**src/crc_wdt_defs.svh**
```systemverilog
// Register map, field positions, reset values and timing constants of the register group
`ifndef CRC_WDT_DEFS_SVH
`define CRC_WDT_DEFS_SVH

// ==========================================================================
// Byte addresses
`define ADDR_VER_LO     16'hffee
`define ADDR_VER_HI     16'hffef
`define ADDR_WDT_LO     16'hfff0
`define ADDR_WDT_HI     16'hfff1
`define ADDR_START_LO   16'hfff2
`define ADDR_START_HI   16'hfff3
`define ADDR_LEN_LO     16'hfff4
`define ADDR_LEN_HI     16'hfff5
`define ADDR_RES_LO     16'hfff6
`define ADDR_RES_HI     16'hfff7
`define ADDR_IFLAG_LO   16'hfff8
`define ADDR_IFLAG_HI   16'hfff9
`define ADDR_IEN_LO     16'hfffa
`define ADDR_IEN_HI     16'hfffb
`define ADDR_STAT_LO    16'hfffc
`define ADDR_STAT_HI    16'hfffd

// ==========================================================================
// Field positions and reset values
`define BIT_WDT_EN      0
`define BIT_WDT_SEL_LSB 1
`define BIT_IRQ_CRC     3
`define BIT_STAT_ACTIVE 1
`define RST_BYTE        8'h00
`define RST_WORD        16'h0000
`define WDT_SEL_2S      3'h0
`define WDT_SEL_32S     3'h1
`define WDT_SEL_510S    3'h2

// ==========================================================================
// Checksum constants
`define CRC_SEED        16'hffff
`define CRC_POLY        16'h1021

// ==========================================================================
// Timing: clock, low-frequency oscillator and watchdog periods
`define CLK_HZ          50000000
`define LF_HZ           256000
`define WDT_T0_S        2
`define WDT_T1_S        32
`define WDT_T2_MS       510000
`define LF_PER_MS       (`LF_HZ / 1000)

`endif

```
**src/crc_wdt_pkg.sv**
```systemverilog
// Types shared by the checksum and watchdog register group
`default_nettype none
package crc_wdt_pkg;
  // Gray order along idle -> fetch -> calc -> done -> idle
  typedef enum logic [1:0] {
    ST_IDLE  = 2'b00,
    ST_FETCH = 2'b01,
    ST_CALC  = 2'b11,
    ST_DONE  = 2'b10
  } crc_state_e;
endpackage
`default_nettype wire

```
**src/crc_watchdog_version_regs.sv**
```systemverilog
// Checksum engine, communication watchdog and version registers behind the byte register port
// Function
// - Compute a 16-bit checksum over the programmed message-memory range.
// - Writing the length high byte launches; other byte writes only store.
// - Length is an even byte count, bit 0 ignored; read/write, resets to zero.
// - Start address is a memory offset, bit 0 ignored; read/write, resets to zero.
// - Active indication is one while a computation runs, zero afterwards.
// - Completion sets the done flag and shows the result, low byte lower.
// - Polynomial x^16+x^12+x^5+1, accumulator seeded with all ones.
// - Watchdog enable bit 0: zero disables, one enables; resets disabled.
// - Enabled watchdog resets the device when no access arrives in time.
// - In parity mode only transfers that pass their check restart the watchdog.
// - Timeout select bits 3..1: 2 s, 32 s, 8.5 min; others reserved.
// - Watchdog periods count cycles of the 256 kHz low-frequency oscillator.
// - Version register: identification in bits 7..0, revision in bits 15..8.
// - Enabled interrupt flags are ORed onto one interrupt pin.
// - Done flag is bit 3; writing one clears it, zero leaves it.
// - Active indication is bit 1 of the read-only status register.
`include "crc_wdt_defs.svh"
`default_nettype none

module crc_watchdog_version_regs #(
  parameter int          MEM_AW     = 16,
  parameter int          LF_DIV     = `CLK_HZ / `LF_HZ,
  parameter int          WDT_CW     = 27,
  parameter int          WDT_LIM0   = `WDT_T0_S * `LF_HZ,
  parameter int          WDT_LIM1   = `WDT_T1_S * `LF_HZ,
  parameter int          WDT_LIM2   = `WDT_T2_MS * `LF_PER_MS,
  parameter logic [7:0]  FW_ID      = 8'h5a,  // Arbitrary identification value
  parameter logic [7:0]  FW_REV     = 8'h03   // Arbitrary revision value
) (
  input  wire logic               ref_clk,
  input  wire logic               resetn,
  input  wire logic [15:0]        reg_addr,
  input  wire logic [7:0]         reg_wdata,
  input  wire logic               reg_wr,
  input  wire logic               reg_rd,
  output var  logic [7:0]         reg_rdata,
  input  wire logic               xfer_done,
  input  wire logic               xfer_ok,
  input  wire logic               parity_mode,
  output var  logic [MEM_AW-1:0]  mem_addr,
  output var  logic               mem_rd_en,
  input  wire logic [7:0]         mem_rdata,
  output var  logic               int_out,
  output var  logic               wdt_reset
);
  import crc_wdt_pkg::*;

  // ==========================================================================
  // Elaboration checks
  if (LF_DIV < 1 || LF_DIV > 256 || MEM_AW < 2 || MEM_AW > 16) begin : g_bad_size
    $error("crc_watchdog_version_regs: bad divider or memory address width");
  end
  if (WDT_LIM0 < 1 || WDT_LIM1 < 1 || WDT_LIM2 < 1 || WDT_CW > 31 ||
      WDT_LIM2 >= (1 << WDT_CW) || WDT_LIM1 >= (1 << WDT_CW) ||
      WDT_LIM0 >= (1 << WDT_CW)) begin : g_bad_wdt
    $error("crc_watchdog_version_regs: watchdog limits do not fit the counter");
  end

  // One bit-serial pass over a byte, msb first
  function automatic logic [15:0] crc_byte(input logic [15:0] c, input logic [7:0] d);
    logic [15:0] r;
    r = c;
    for (int i = 7; i >= 0; i--) begin
      if (r[15] ^ d[i]) begin
        r = {r[14:0], 1'b0} ^ `CRC_POLY;
      end else begin
        r = {r[14:0], 1'b0};
      end
    end
    return r;
  endfunction

  // ==========================================================================
  // Register storage
  logic [15:0]       start_addr;
  logic [15:0]       len;
  logic [15:0]       result;
  logic              wdt_en;
  logic [2:0]        wdt_sel;
  logic              irq_en_crc;
  logic              flag_crc;
  logic              busy;
  crc_state_e        state;
  crc_state_e        next_state;
  logic [15:0]       crc;
  logic [15:0]       remaining;
  logic [MEM_AW-1:0] cur_addr;

  // Address decode
  wire wr_start_lo = reg_wr && reg_addr == `ADDR_START_LO;
  wire wr_start_hi = reg_wr && reg_addr == `ADDR_START_HI;
  wire wr_len_lo   = reg_wr && reg_addr == `ADDR_LEN_LO;
  wire launch      = reg_wr && reg_addr == `ADDR_LEN_HI;
  wire wr_wdt      = reg_wr && reg_addr == `ADDR_WDT_LO;
  wire wr_ien      = reg_wr && reg_addr == `ADDR_IEN_LO;
  wire wr_iflag    = reg_wr && reg_addr == `ADDR_IFLAG_LO;
  wire clr_crc     = wr_iflag && reg_wdata[`BIT_IRQ_CRC];
  wire set_crc     = state == ST_DONE && !launch;             // Aborted runs stay silent
  // Bit 0 is dropped on both values so the range is whole 16-bit words
  wire [15:0] new_len   = {reg_wdata, len[7:1], 1'b0};
  wire [15:0] even_base = {start_addr[15:1], 1'b0};

  // Byte register writes; the length high byte is stored by the launch itself
  always_ff @(posedge ref_clk or negedge resetn) begin
    if (!resetn) begin
      start_addr <= `RST_WORD;
      len        <= `RST_WORD;
      wdt_en     <= 1'b0;
      wdt_sel    <= `WDT_SEL_2S;
      irq_en_crc <= 1'b0;
    end else begin
      if (wr_start_lo) start_addr[7:0]  <= reg_wdata;
      if (wr_start_hi) start_addr[15:8] <= reg_wdata;
      if (wr_len_lo)   len[7:0]         <= reg_wdata;
      if (launch)      len[15:8]        <= reg_wdata;
      if (wr_wdt) begin
        wdt_en  <= reg_wdata[`BIT_WDT_EN];
        wdt_sel <= reg_wdata[`BIT_WDT_SEL_LSB +: 3];
      end
      if (wr_ien) irq_en_crc <= reg_wdata[`BIT_IRQ_CRC];
    end
  end

  // ==========================================================================
  // Checksum engine: fetch a byte, fold it in, step upward
  always_comb begin
    case (state)
      ST_IDLE:  next_state = ST_IDLE;
      ST_FETCH: next_state = ST_CALC;
      ST_CALC:  next_state = (remaining == 16'h0001) ? ST_DONE : ST_FETCH;
      ST_DONE:  next_state = ST_IDLE;
      default:  next_state = ST_IDLE;
    endcase
    // A launch always wins, even mid-run; empty ranges finish at once
    if (launch) begin
      next_state = (new_len == `RST_WORD) ? ST_DONE : ST_FETCH;
    end
  end

  always_ff @(posedge ref_clk or negedge resetn) begin
    if (!resetn) begin
      state     <= ST_IDLE;
      crc       <= `CRC_SEED;
      remaining <= `RST_WORD;
      cur_addr  <= '0;
      mem_addr  <= '0;
      mem_rd_en <= 1'b0;
      result    <= `RST_WORD;
      busy      <= 1'b0;
    end else begin
      state     <= next_state;
      mem_rd_en <= next_state == ST_FETCH;
      if (launch) begin
        crc       <= `CRC_SEED;
        remaining <= new_len;
        cur_addr  <= even_base[MEM_AW-1:0];
        mem_addr  <= even_base[MEM_AW-1:0];
        busy      <= 1'b1;
      end else if (state == ST_CALC) begin
        // Memory answers one cycle after the read strobe
        crc       <= crc_byte(crc, mem_rdata);
        remaining <= remaining - 16'h0001;
        cur_addr  <= cur_addr + 1'b1;
        mem_addr  <= cur_addr + 1'b1;
      end else if (state == ST_DONE) begin
        result <= crc;
        busy   <= 1'b0;
      end
    end
  end

  // Done flag: a completion in the clearing cycle is kept
  always_ff @(posedge ref_clk or negedge resetn) begin
    if (!resetn) begin
      flag_crc <= 1'b0;
      int_out  <= 1'b0;
    end else begin
      if (set_crc)      flag_crc <= 1'b1;
      else if (clr_crc) flag_crc <= 1'b0;
      int_out <= flag_crc && irq_en_crc;
    end
  end

  // ==========================================================================
  // Communication watchdog on low-frequency ticks
  logic [7:0]        lf_cnt;
  logic              lf_tick;
  logic [WDT_CW-1:0] wdt_cnt;
  logic [WDT_CW-1:0] wdt_lim;
  wire kick = xfer_done && (!parity_mode || xfer_ok);

  // Reserved selections fall back to the longest period
  always_comb begin
    case (wdt_sel)
      `WDT_SEL_2S:  wdt_lim = WDT_CW'(WDT_LIM0);
      `WDT_SEL_32S: wdt_lim = WDT_CW'(WDT_LIM1);
      default:      wdt_lim = WDT_CW'(WDT_LIM2);
    endcase
  end

  // Oscillator tick from the fast clock
  always_ff @(posedge ref_clk or negedge resetn) begin
    if (!resetn) begin
      lf_cnt  <= 8'h00;
      lf_tick <= 1'b0;
    end else begin
      lf_tick <= lf_cnt == 8'(LF_DIV - 1);
      lf_cnt  <= (lf_cnt == 8'(LF_DIV - 1)) ? 8'h00 : lf_cnt + 8'h01;
    end
  end

  always_ff @(posedge ref_clk or negedge resetn) begin
    if (!resetn) begin
      wdt_cnt   <= '0;
      wdt_reset <= 1'b0;
    end else begin
      wdt_reset <= 1'b0;
      if (!wdt_en || kick) begin
        wdt_cnt <= '0;
      end else if (lf_tick) begin
        if (wdt_cnt >= wdt_lim - 1'b1) begin
          wdt_cnt   <= '0;
          wdt_reset <= 1'b1;
        end else begin
          wdt_cnt <= wdt_cnt + 1'b1;
        end
      end
    end
  end

  // ==========================================================================
  // Read path: data one cycle after the strobe, zero when unmapped
  logic [7:0] rd_mux;
  always_comb begin
    case (reg_addr)
      `ADDR_VER_LO:   rd_mux = FW_ID;
      `ADDR_VER_HI:   rd_mux = FW_REV;
      `ADDR_WDT_LO:   rd_mux = {4'h0, wdt_sel, wdt_en};
      `ADDR_START_LO: rd_mux = start_addr[7:0];
      `ADDR_START_HI: rd_mux = start_addr[15:8];
      `ADDR_LEN_LO:   rd_mux = len[7:0];
      `ADDR_LEN_HI:   rd_mux = len[15:8];
      `ADDR_RES_LO:   rd_mux = result[7:0];
      `ADDR_RES_HI:   rd_mux = result[15:8];
      `ADDR_IFLAG_LO: rd_mux = 8'(flag_crc) << `BIT_IRQ_CRC;
      `ADDR_IEN_LO:   rd_mux = 8'(irq_en_crc) << `BIT_IRQ_CRC;
      `ADDR_STAT_LO:  rd_mux = 8'(busy) << `BIT_STAT_ACTIVE;
      default:        rd_mux = `RST_BYTE;
    endcase
  end

  always_ff @(posedge ref_clk or negedge resetn) begin
    if (!resetn) reg_rdata <= `RST_BYTE;
    else if (reg_rd) reg_rdata <= rd_mux;
  end
endmodule
`default_nettype wire

```
**config.mk**
```make
export PLATFORM = sky130hd
export DESIGN_NAME = crc_watchdog_version_regs
export DESIGN_NICKNAME = d
export VERILOG_FILES = /design/src/crc_wdt_pkg.sv /design/src/crc_watchdog_version_regs.sv
export VERILOG_INCLUDE_DIRS = /design/src
export SDC_FILE = /design/constraint.sdc
export NUM_CORES = 1
export LEC_CHECK = 0
export BUFFER_PORTS_ARGS = -buffer_cell sky130_fd_sc_hd__clkbuf_2
export CAP_MARGIN = 25
export CORE_ASPECT_RATIO = 1.5
export CORE_MARGIN = 4
export CORE_UTILIZATION = 56
export CTS_BUF_LIST = sky130_fd_sc_hd__clkbuf_16
export DETAILED_ROUTE_END_ITERATION = 8
export PLACE_DENSITY_LB_ADDON = 0.1
export SYNTH_ARGS = -nofsm -noshare
export SYNTH_HDL_FRONTEND = slang
export SYNTH_SLANG_ARGS = --single-unit
```
**constraint.sdc**
```tcl
create_clock -name ref_clk -period 3.5 [get_ports ref_clk]
set_input_delay 1.05 -clock ref_clk [delete_from_list [all_inputs] [get_ports ref_clk]]
set_output_delay 1.05 -clock ref_clk [all_outputs]
set_load 0.02 [all_outputs]
```
==> results of run 1 <==
-- logic make-up (layout without fill, tap and decap cells) --
family                     Yosys count  in the layout  share of synthesized area (%)
buffers and inverters               49            129                           2.53
muxes                               56             56                           8.54
xor gates and xnor gates            66             66                           7.23
DFF                                152            152                           47.8
adders and majority gates           21             21                           3.28
and+or+nand+nor                    313            313                           19.6
AOI/OAI and AO/OA                  136            136                           11.0
-- cell usage after synthesis, drive strengths merged (2+ instances only) --
master and instances:
xor2 25, mux2i 3, o22ai 8, a31oi 10
or3 11, and3 10, a21oi 42, nand4 21
nor3 14, a221oi 4, a22o 10, or2 2
dfstp 16, or4 4, a22oi 2, nand2 85
nor3b 2, nand2b 8, clkbuf 20, mux2 48
ha 21, a222oi 2, nor2b 11, inv 17
and2 5, o21a 3, xnor2 41, dfrtp 136
o211ai 14, a211oi 2, o21ai 24, nand3 39
mux4 5, buf 12, nor2 82, a31o 9
nor4 14
-- cell usage in the layout (no fill, tap or decap), drive strengths merged, types with 5 or more instances in the layout --
master,n
inv,21
a22o,10
and2,5
nor3,14
or3,11
clkinv,8
clkbuf,81
o211ai,14
mux2,48
a21oi,42
buf,16
nor2,82
nor4,14
nand2,85
dfrtp,136
and3,10
mux4,5
a31o,9
nand3,39
nand4,21
o21ai,24
ha,21
dfstp,16
xnor2,41
nor2b,11
nand2b,8
o22ai,8
xor2,25
a31oi,10
-- tightest hold or removal path: cells and delay by family, from the launching register on --
family	cells	cell delay, ns
simple gates	2	0.11
flops	1	0.34
-- power by group --
part	internal, µW	leakage (µW)	switching [µW]	total [µW]
clock	1040	0.000279	725	1760
sequential	1770	0.00189	7.91	1780
combinational	53.5	0.00189	102	156
total	2860	0.00406	835	3700
-- final cells by class --
class                   instances  area (µm²)  share of cell area, %
multi-input cells             592        3980                   43.6
flip-flops and latches        152        3820                   41.9
repair buffers                 80         457                   5.01
clock buffers                  17         425                   4.66
well taps                     192         240                   2.63
clock inverters                15         133                   1.45
inverters                      17        63.8                  0.700
-- final timing paths --
check                             endpoint  slack, ns  cells after the start        from
worst max-delay path            wdt_cnt[4]       0.54                     11  wdt_sel[2]
worst min-delay path               len[10]       0.48                      2     len[10]
worst max register to register  wdt_cnt[4]       0.54                     11  wdt_sel[2]
worst min register to register     len[10]       0.48                      2     len[10]
max in group asynchronous          len[13]       2.06                      2      resetn
min in group asynchronous       wdt_cnt[8]       0.61                      1      resetn
-- metal layers --
metal | part of all wire (%) | GRT usage, % | routed length, µm
met1 | 37 | 28.2 | 7500
met2 | 54 | 47.3 | 10900
met3 | 4.0 | 4.68 | 810
met4 | 4.6 | 13.5 | 928
met5 | 0 | 0 | 0
-- registers in the layout (all words and copies together) (netlist names), 2 cells and up --
name        count
crc            16
cur_addr       16
len            16
lf_cnt          8
reg_rdata       8
remaining      16
result         16
start_addr     16
state           2
wdt_cnt        27
wdt_sel         3
-- metrics by stage --
step	setup slack, ns	instance area (µm²)	hold slack, ns	instances	utilization (%)
after floorplan	0.670	8000	0.433	793	-
after global placement	0.570	8560	0.467	1033	61.2
after detailed placement	0.505	8560	0.468	1033	61.2
after CTS	0.551	9120	0.482	1065	65.2
after global routing	0.245	9120	0.498	1065	65.2
final	0.544	9120	0.482	1065	65.2
==> impl_metrics.csv, run 1 <==
group,metric,value,unit
timing,relSlewSlack,36.6,%
hold_path,hold_path.class,"flip-flop to flip-flop",
clocking,cts_root_buf,"clkbuf_16",
clocking,htreeDepth,4,
global_route,track_usage,25.9,%
timing,period_share,84.5,%
clocking,clk_latency,0.43,ns
worst_setup_path,cpMostUsedCell,"nor2_1",
routing,postRouteAntennaNets,0,
floorplanning,io_pins,66,
timing,finClkSkew,0.00924,ns
place,io_buffers,65,
worst_setup_path,critPathBufInv,2,
clocking,cts_resized,0,
logic_synthesis,synth_edf_count,0,
timing,finalMaxSlewViolations,0,
logic_synthesis,synthCells,793,
logic_synthesis,synth_top_area_share,42.5,%
floorplanning,die_area,16300,µm²
place,gp_congestion,0.932,
layout,fillCellCount,1124,
place,dp_hpwl,15.0,mm
layout,drive_above_1_share,22.1,%
worst_setup_path,crit_type,"flip-flop to flip-flop",
logic_synthesis,ys_seq_area_share,47.8,%
timing,max_freq,338,MHz
global_route,grt_pass1_vias,6612,
floorplanning,die_h,154,µm
layout,diodes,0,
routing,num_vias,6382,
global_route,grt_overflow_total,0,
floorplanning,std_cell_rows,53,
clocking,ctsHoldBuffers,0,
timing,rsz0062_at_grt,"no",
floorplanning,core_area,14000,µm²
worst_setup_path,cp_slowest_stage_delay,0.43,ns
logic_synthesis,synth-seq-cells,152,
clocking,cts_setup_buffers,0,
floorplanning,initial_core_util,57.2,%
power,peakVddDrop,0.261,mV
logic_synthesis,ys.flop_type,"dfrtp_1",
clocking,cts_tree,"built",
worst_setup_path,crit_chain,"nor2_1 > inv_1 > nor2_1 > inv_1 > ha_1 > a211oi_1 > nor2_1 > a2111oi_2 > o21a_1 > and3_1 > a22o_1",
power,p_leak,0.00406,µW
timing,setup_violations,0,
layout,syn2layout_area_growth,14.0,%
worst_setup_path,cpLargestDelayFamily,"compound AO/OA/AOI/OAI gates",
routing,drt_first_iter_violations,410,
routing,wl_per_cell,18.9,µm
worst_setup_path,crit_path_end_kind,"flip-flop",
logic_synthesis,synth_top_area_cell,"dfrtp_1",
routing,firstDrtPassIters,5,
worst_setup_path,worstPathArrival,3.32,ns
global_route,grt_pass1_wl,33.2,mm
clocking,cts_sinks,152,
logic_synthesis,syn_nets,853,
routing,vias_per_cell,5.99,
logic_synthesis,netlist_area,8000,µm²
timing,worstMarginPinSlew,0.949,ns
power,power.density,405,nW/µm²
floorplanning,die_w,106,µm
layout,nets,920,
run_status,status,"complete, no violations",
worst_setup_path,crit_fanout,12,
timing,hold_viol,0,
job,cap_viol_max_count,0,
logic_synthesis,synth_area_leaders,"dfrtp_1, mux2_2, dfstp_2, xnor2_1, nand2_1",
timing,fin_crit,2.96,ns
routing,route.detailed.drc,0,
logic_synthesis,avgSynthCellArea,10.1,µm²
worst_setup_path,crit_slowest_cell,"o21a_1",
global_route,antenna_found_initial,0,
logic_synthesis,ys_types,60,
timing,finalSetupTns,0,ns
logic_synthesis,ys_warn_count,0,
worst_setup_path,crit_path_start_kind,"flip-flop",
clocking,numCtsBuffers,17,
global_route,grt_max_degree,73,
worst_setup_path,worstPathRequired,3.86,ns
power,p_total,3700,µW
clocking,clk_pin_slew_worst_paths,0.06,ns
routing,routed_wl,20.2,mm
logic_synthesis,async_flop_share,100,%
clocking,clock_path_buffers,2,
(Power assumes the default switching activity.)
==> run 2, diff against run 1 <==
--- a/config.mk
+++ b/config.mk
@@ -6,11 +6,12 @@
 export SDC_FILE = /design/constraint.sdc
 export NUM_CORES = 1
 export LEC_CHECK = 0
+export ABC_AREA = 1
 export BUFFER_PORTS_ARGS = -buffer_cell sky130_fd_sc_hd__clkbuf_2
 export CAP_MARGIN = 25
 export CORE_ASPECT_RATIO = 1.5
 export CORE_MARGIN = 4
-export CORE_UTILIZATION = 56
+export CORE_UTILIZATION = 55
 export CTS_BUF_LIST = sky130_fd_sc_hd__clkbuf_16
 export DETAILED_ROUTE_END_ITERATION = 8
 export PLACE_DENSITY_LB_ADDON = 0.1
==> constraint.sdc (replaced) <==
create_clock -name ref_clk -period 2.4 [get_ports ref_clk]
set_input_delay 0.72 -clock ref_clk [delete_from_list [all_inputs] [get_ports ref_clk]]
set_output_delay 0.72 -clock ref_clk [all_outputs]
set_load 0.02 [all_outputs]
==> run 2 against run 1 <==
  * Global-route usage up 0.96 points
  * Sequential share of layout area is 3.8 points lower
  * Critical path depth grew 2
  * Register-to-register slack worse by 0.33 ns
  * Power up 54%
  * Hold slack worse by 0.23 ns
  * Clock skew is essentially flat
  * Sequential cell count unchanged
==> impl_metrics.csv, run 2 <==
group,metric,value,unit
floorplanning,io_pins,66,
clocking,clk_pin_slew_worst_paths,0.07,ns
clocking,cts_sinks,152,
global_route,grt_pass1_wl,37.3,mm
logic_synthesis,ys_types,43,
logic_synthesis,synth-seq-cells,152,
floorplanning,std_cell_rows,55,
routing,vias_per_cell,5.37,
worst_setup_path,worstPathRequired,2.75,ns
global_route,grt_pass1_vias,7756,
layout,fillCellCount,1375,
layout,drive_above_1_share,14.4,%
logic_synthesis,avgSynthCellArea,7.63,µm²
clocking,ctsHoldBuffers,0,
worst_setup_path,worstPathArrival,2.54,ns
timing,max_freq,457,MHz
logic_synthesis,synth_top_area_share,39.4,%
floorplanning,die_area,17800,µm²
clocking,clock_path_buffers,2,
layout,final_common_cell,"nand2_1",
layout,top_register,"wdt_cnt",
place,gp_congestion,0.888,
worst_setup_path,crit_path_start_kind,"flip-flop",
logic_synthesis,netlist_area,8630,µm²
worst_setup_path,crit_fanout,17,
routing,firstDrtPassIters,5,
global_route,grt_max_degree,58,
timing,setup_violations,0,
clocking,cts_root_buf,"clkbuf_16",
timing,finalMaxSlewViolations,0,
timing,fin_ws,0.210,ns
clocking,clk_latency,0.43,ns
timing,fin_crit,2.19,ns
timing,finClkSkew,0.00946,ns
timing,finalSetupTns,0,ns
routing,drt_first_iter_violations,464,
timing,rsz0062_at_grt,"no",
clocking,cts_resized,0,
logic_synthesis,synth_common_cells,"nand2_1, dfrtp_1, nor2_1, nand3_1, inv_1",
clocking,htreeDepth,4,
hold_path,hold_path.class,"primary input to asynchronous set/reset pin",
layout,final_cell_mix,"nand2_1, dfrtp_1, nor2_1, nand3_1, inv_1",
logic_synthesis,synth_area_leaders,"dfrtp_1, nand2_1, nand3_1, nor2_1, dfstp_2",
logic_synthesis,ys.flop_type,"dfrtp_1",
layout,nets,1279,
logic_synthesis,syn_nets,1191,
power,power.density,569,nW/µm²
power,p_leak,0.00500,µW
global_route,antenna_found_initial,0,
routing,routed_wl,22.6,mm
layout,syn2layout_area_growth,16.1,%
layout,diodes,0,
routing,wl_per_cell,15.8,µm
power,p_total,5700,µW
place,pre_cts_ws,0.0816,ns
logic_synthesis,synthCells,1131,
job,cap_viol_max_count,0,
clocking,numCtsBuffers,17,
floorplanning,core_area,15300,µm²
timing,hold_viol,0,
logic_synthesis,synth_top_area_cell,"dfrtp_1",
routing,route.detailed.drc,0,
logic_synthesis,async_flop_share,100,%
clocking,cts_setup_buffers,0,
floorplanning,die_h,161,µm
worst_setup_path,crit_type,"flip-flop to flip-flop",
logic_synthesis,ys_seq_area_share,44.3,%
logic_synthesis,ys_warn_count,0,
routing,postRouteAntennaNets,0,
power,peakVddDrop,0.537,mV
logic_synthesis,synth_edf_count,0,
place,dp_hpwl,17.1,mm
layout,largest_reg_flops,27,
run_status,status,"complete, no violations",
timing,worstMarginPinSlew,0.609,ns
timing,period_share,91.2,%
timing,relSlewSlack,59.3,%
logic_synthesis,yosysMostFrequentCell,"nand2_1",
floorplanning,die_w,110,µm
global_route,grt_overflow_total,0,
routing,num_vias,7684,
clocking,cts_tree,"built",
global_route,track_usage,26.8,%
floorplanning,initial_core_util,56.5,%
worst_setup_path,crit_path_end_kind,"flip-flop",
place,io_buffers,65,
==> run 2: final timing paths <==
path	start	cells after the start	slack [ns]	endpoint
worst min-delay path	resetn	1	0.26	lf_cnt[4]
worst min register to register	lf_cnt[0]	1	0.48	lf_cnt[0]
worst max register to register	wdt_sel[2]	13	0.21	wdt_cnt[9]
max in group asynchronous	resetn	2	1.48	crc[11]
worst max-delay path	wdt_sel[2]	13	0.21	wdt_cnt[9]
min in group ref_clk	lf_cnt[0]	1	0.48	lf_cnt[0]
==> run 2: metal layers <==
layer  global-route usage [%]  part of all wire, %
met5                        0                    0
met4                     13.6                  4.4
met3                     4.12                  2.9
met2                     48.3                   55
met1                     29.8                   38
==> run 2: area by class of cell <==
class                           instances  area, µm²  area share (%)
Clock buffer                           17        425            4.24
Inverter                              110        415            4.14
Multi-Input combinational cell        840       4250            42.4
Clock inverter                         15        215            2.15
Timing Repair Buffer                   98        642            6.40
Tap cell                              199        249            2.48
Sequential cell                       152       3820            38.1
==> run 2: cells by family after synthesis <==
family	synth area share, %
buffers and inverters	6.61
AOI/OAI and AO/OA	8.38
and+or+nand+nor	31.9
xor gates and xnor gates	5.78
adders and majority gates	3.04
DFF	44.3
==> run 2: metrics by stage <==
step	std cells	area (µm²)	hold slack (ns)	utilization, %
final	1431	10000	0.256	65.6
after global routing	1431	10000	0.299	65.6
after CTS	1431	10000	0.272	65.5
after detailed placement	1399	9370	0.466	61.3
after global placement	1399	9370	0.458	61.3
after floorplan	1131	8630	0.424	-
==> run 2: power by group <==
group	leakage (µW)	total, µW	switching, µW	internal, µW
registers	0.00200	2570	3.43	2570
clock network	0.000303	2920	1150	1770
logic	0.00270	208	140	68.3
==> run 2: worst max-delay path, cell delays in order, from the launching register on <==
cell	delay, ns
dfrtp_1	0.43
nor2_4	0.14
inv_1	0.10
nor2_1	0.14
inv_1	0.08
ha_1	0.28
nand2_1	0.10
inv_1	0.05
a21oi_1	0.13
nand2_1	0.08
a21oi_1	0.16
nand3_2	0.12
buf_12	0.17
a21oi_1	0.13
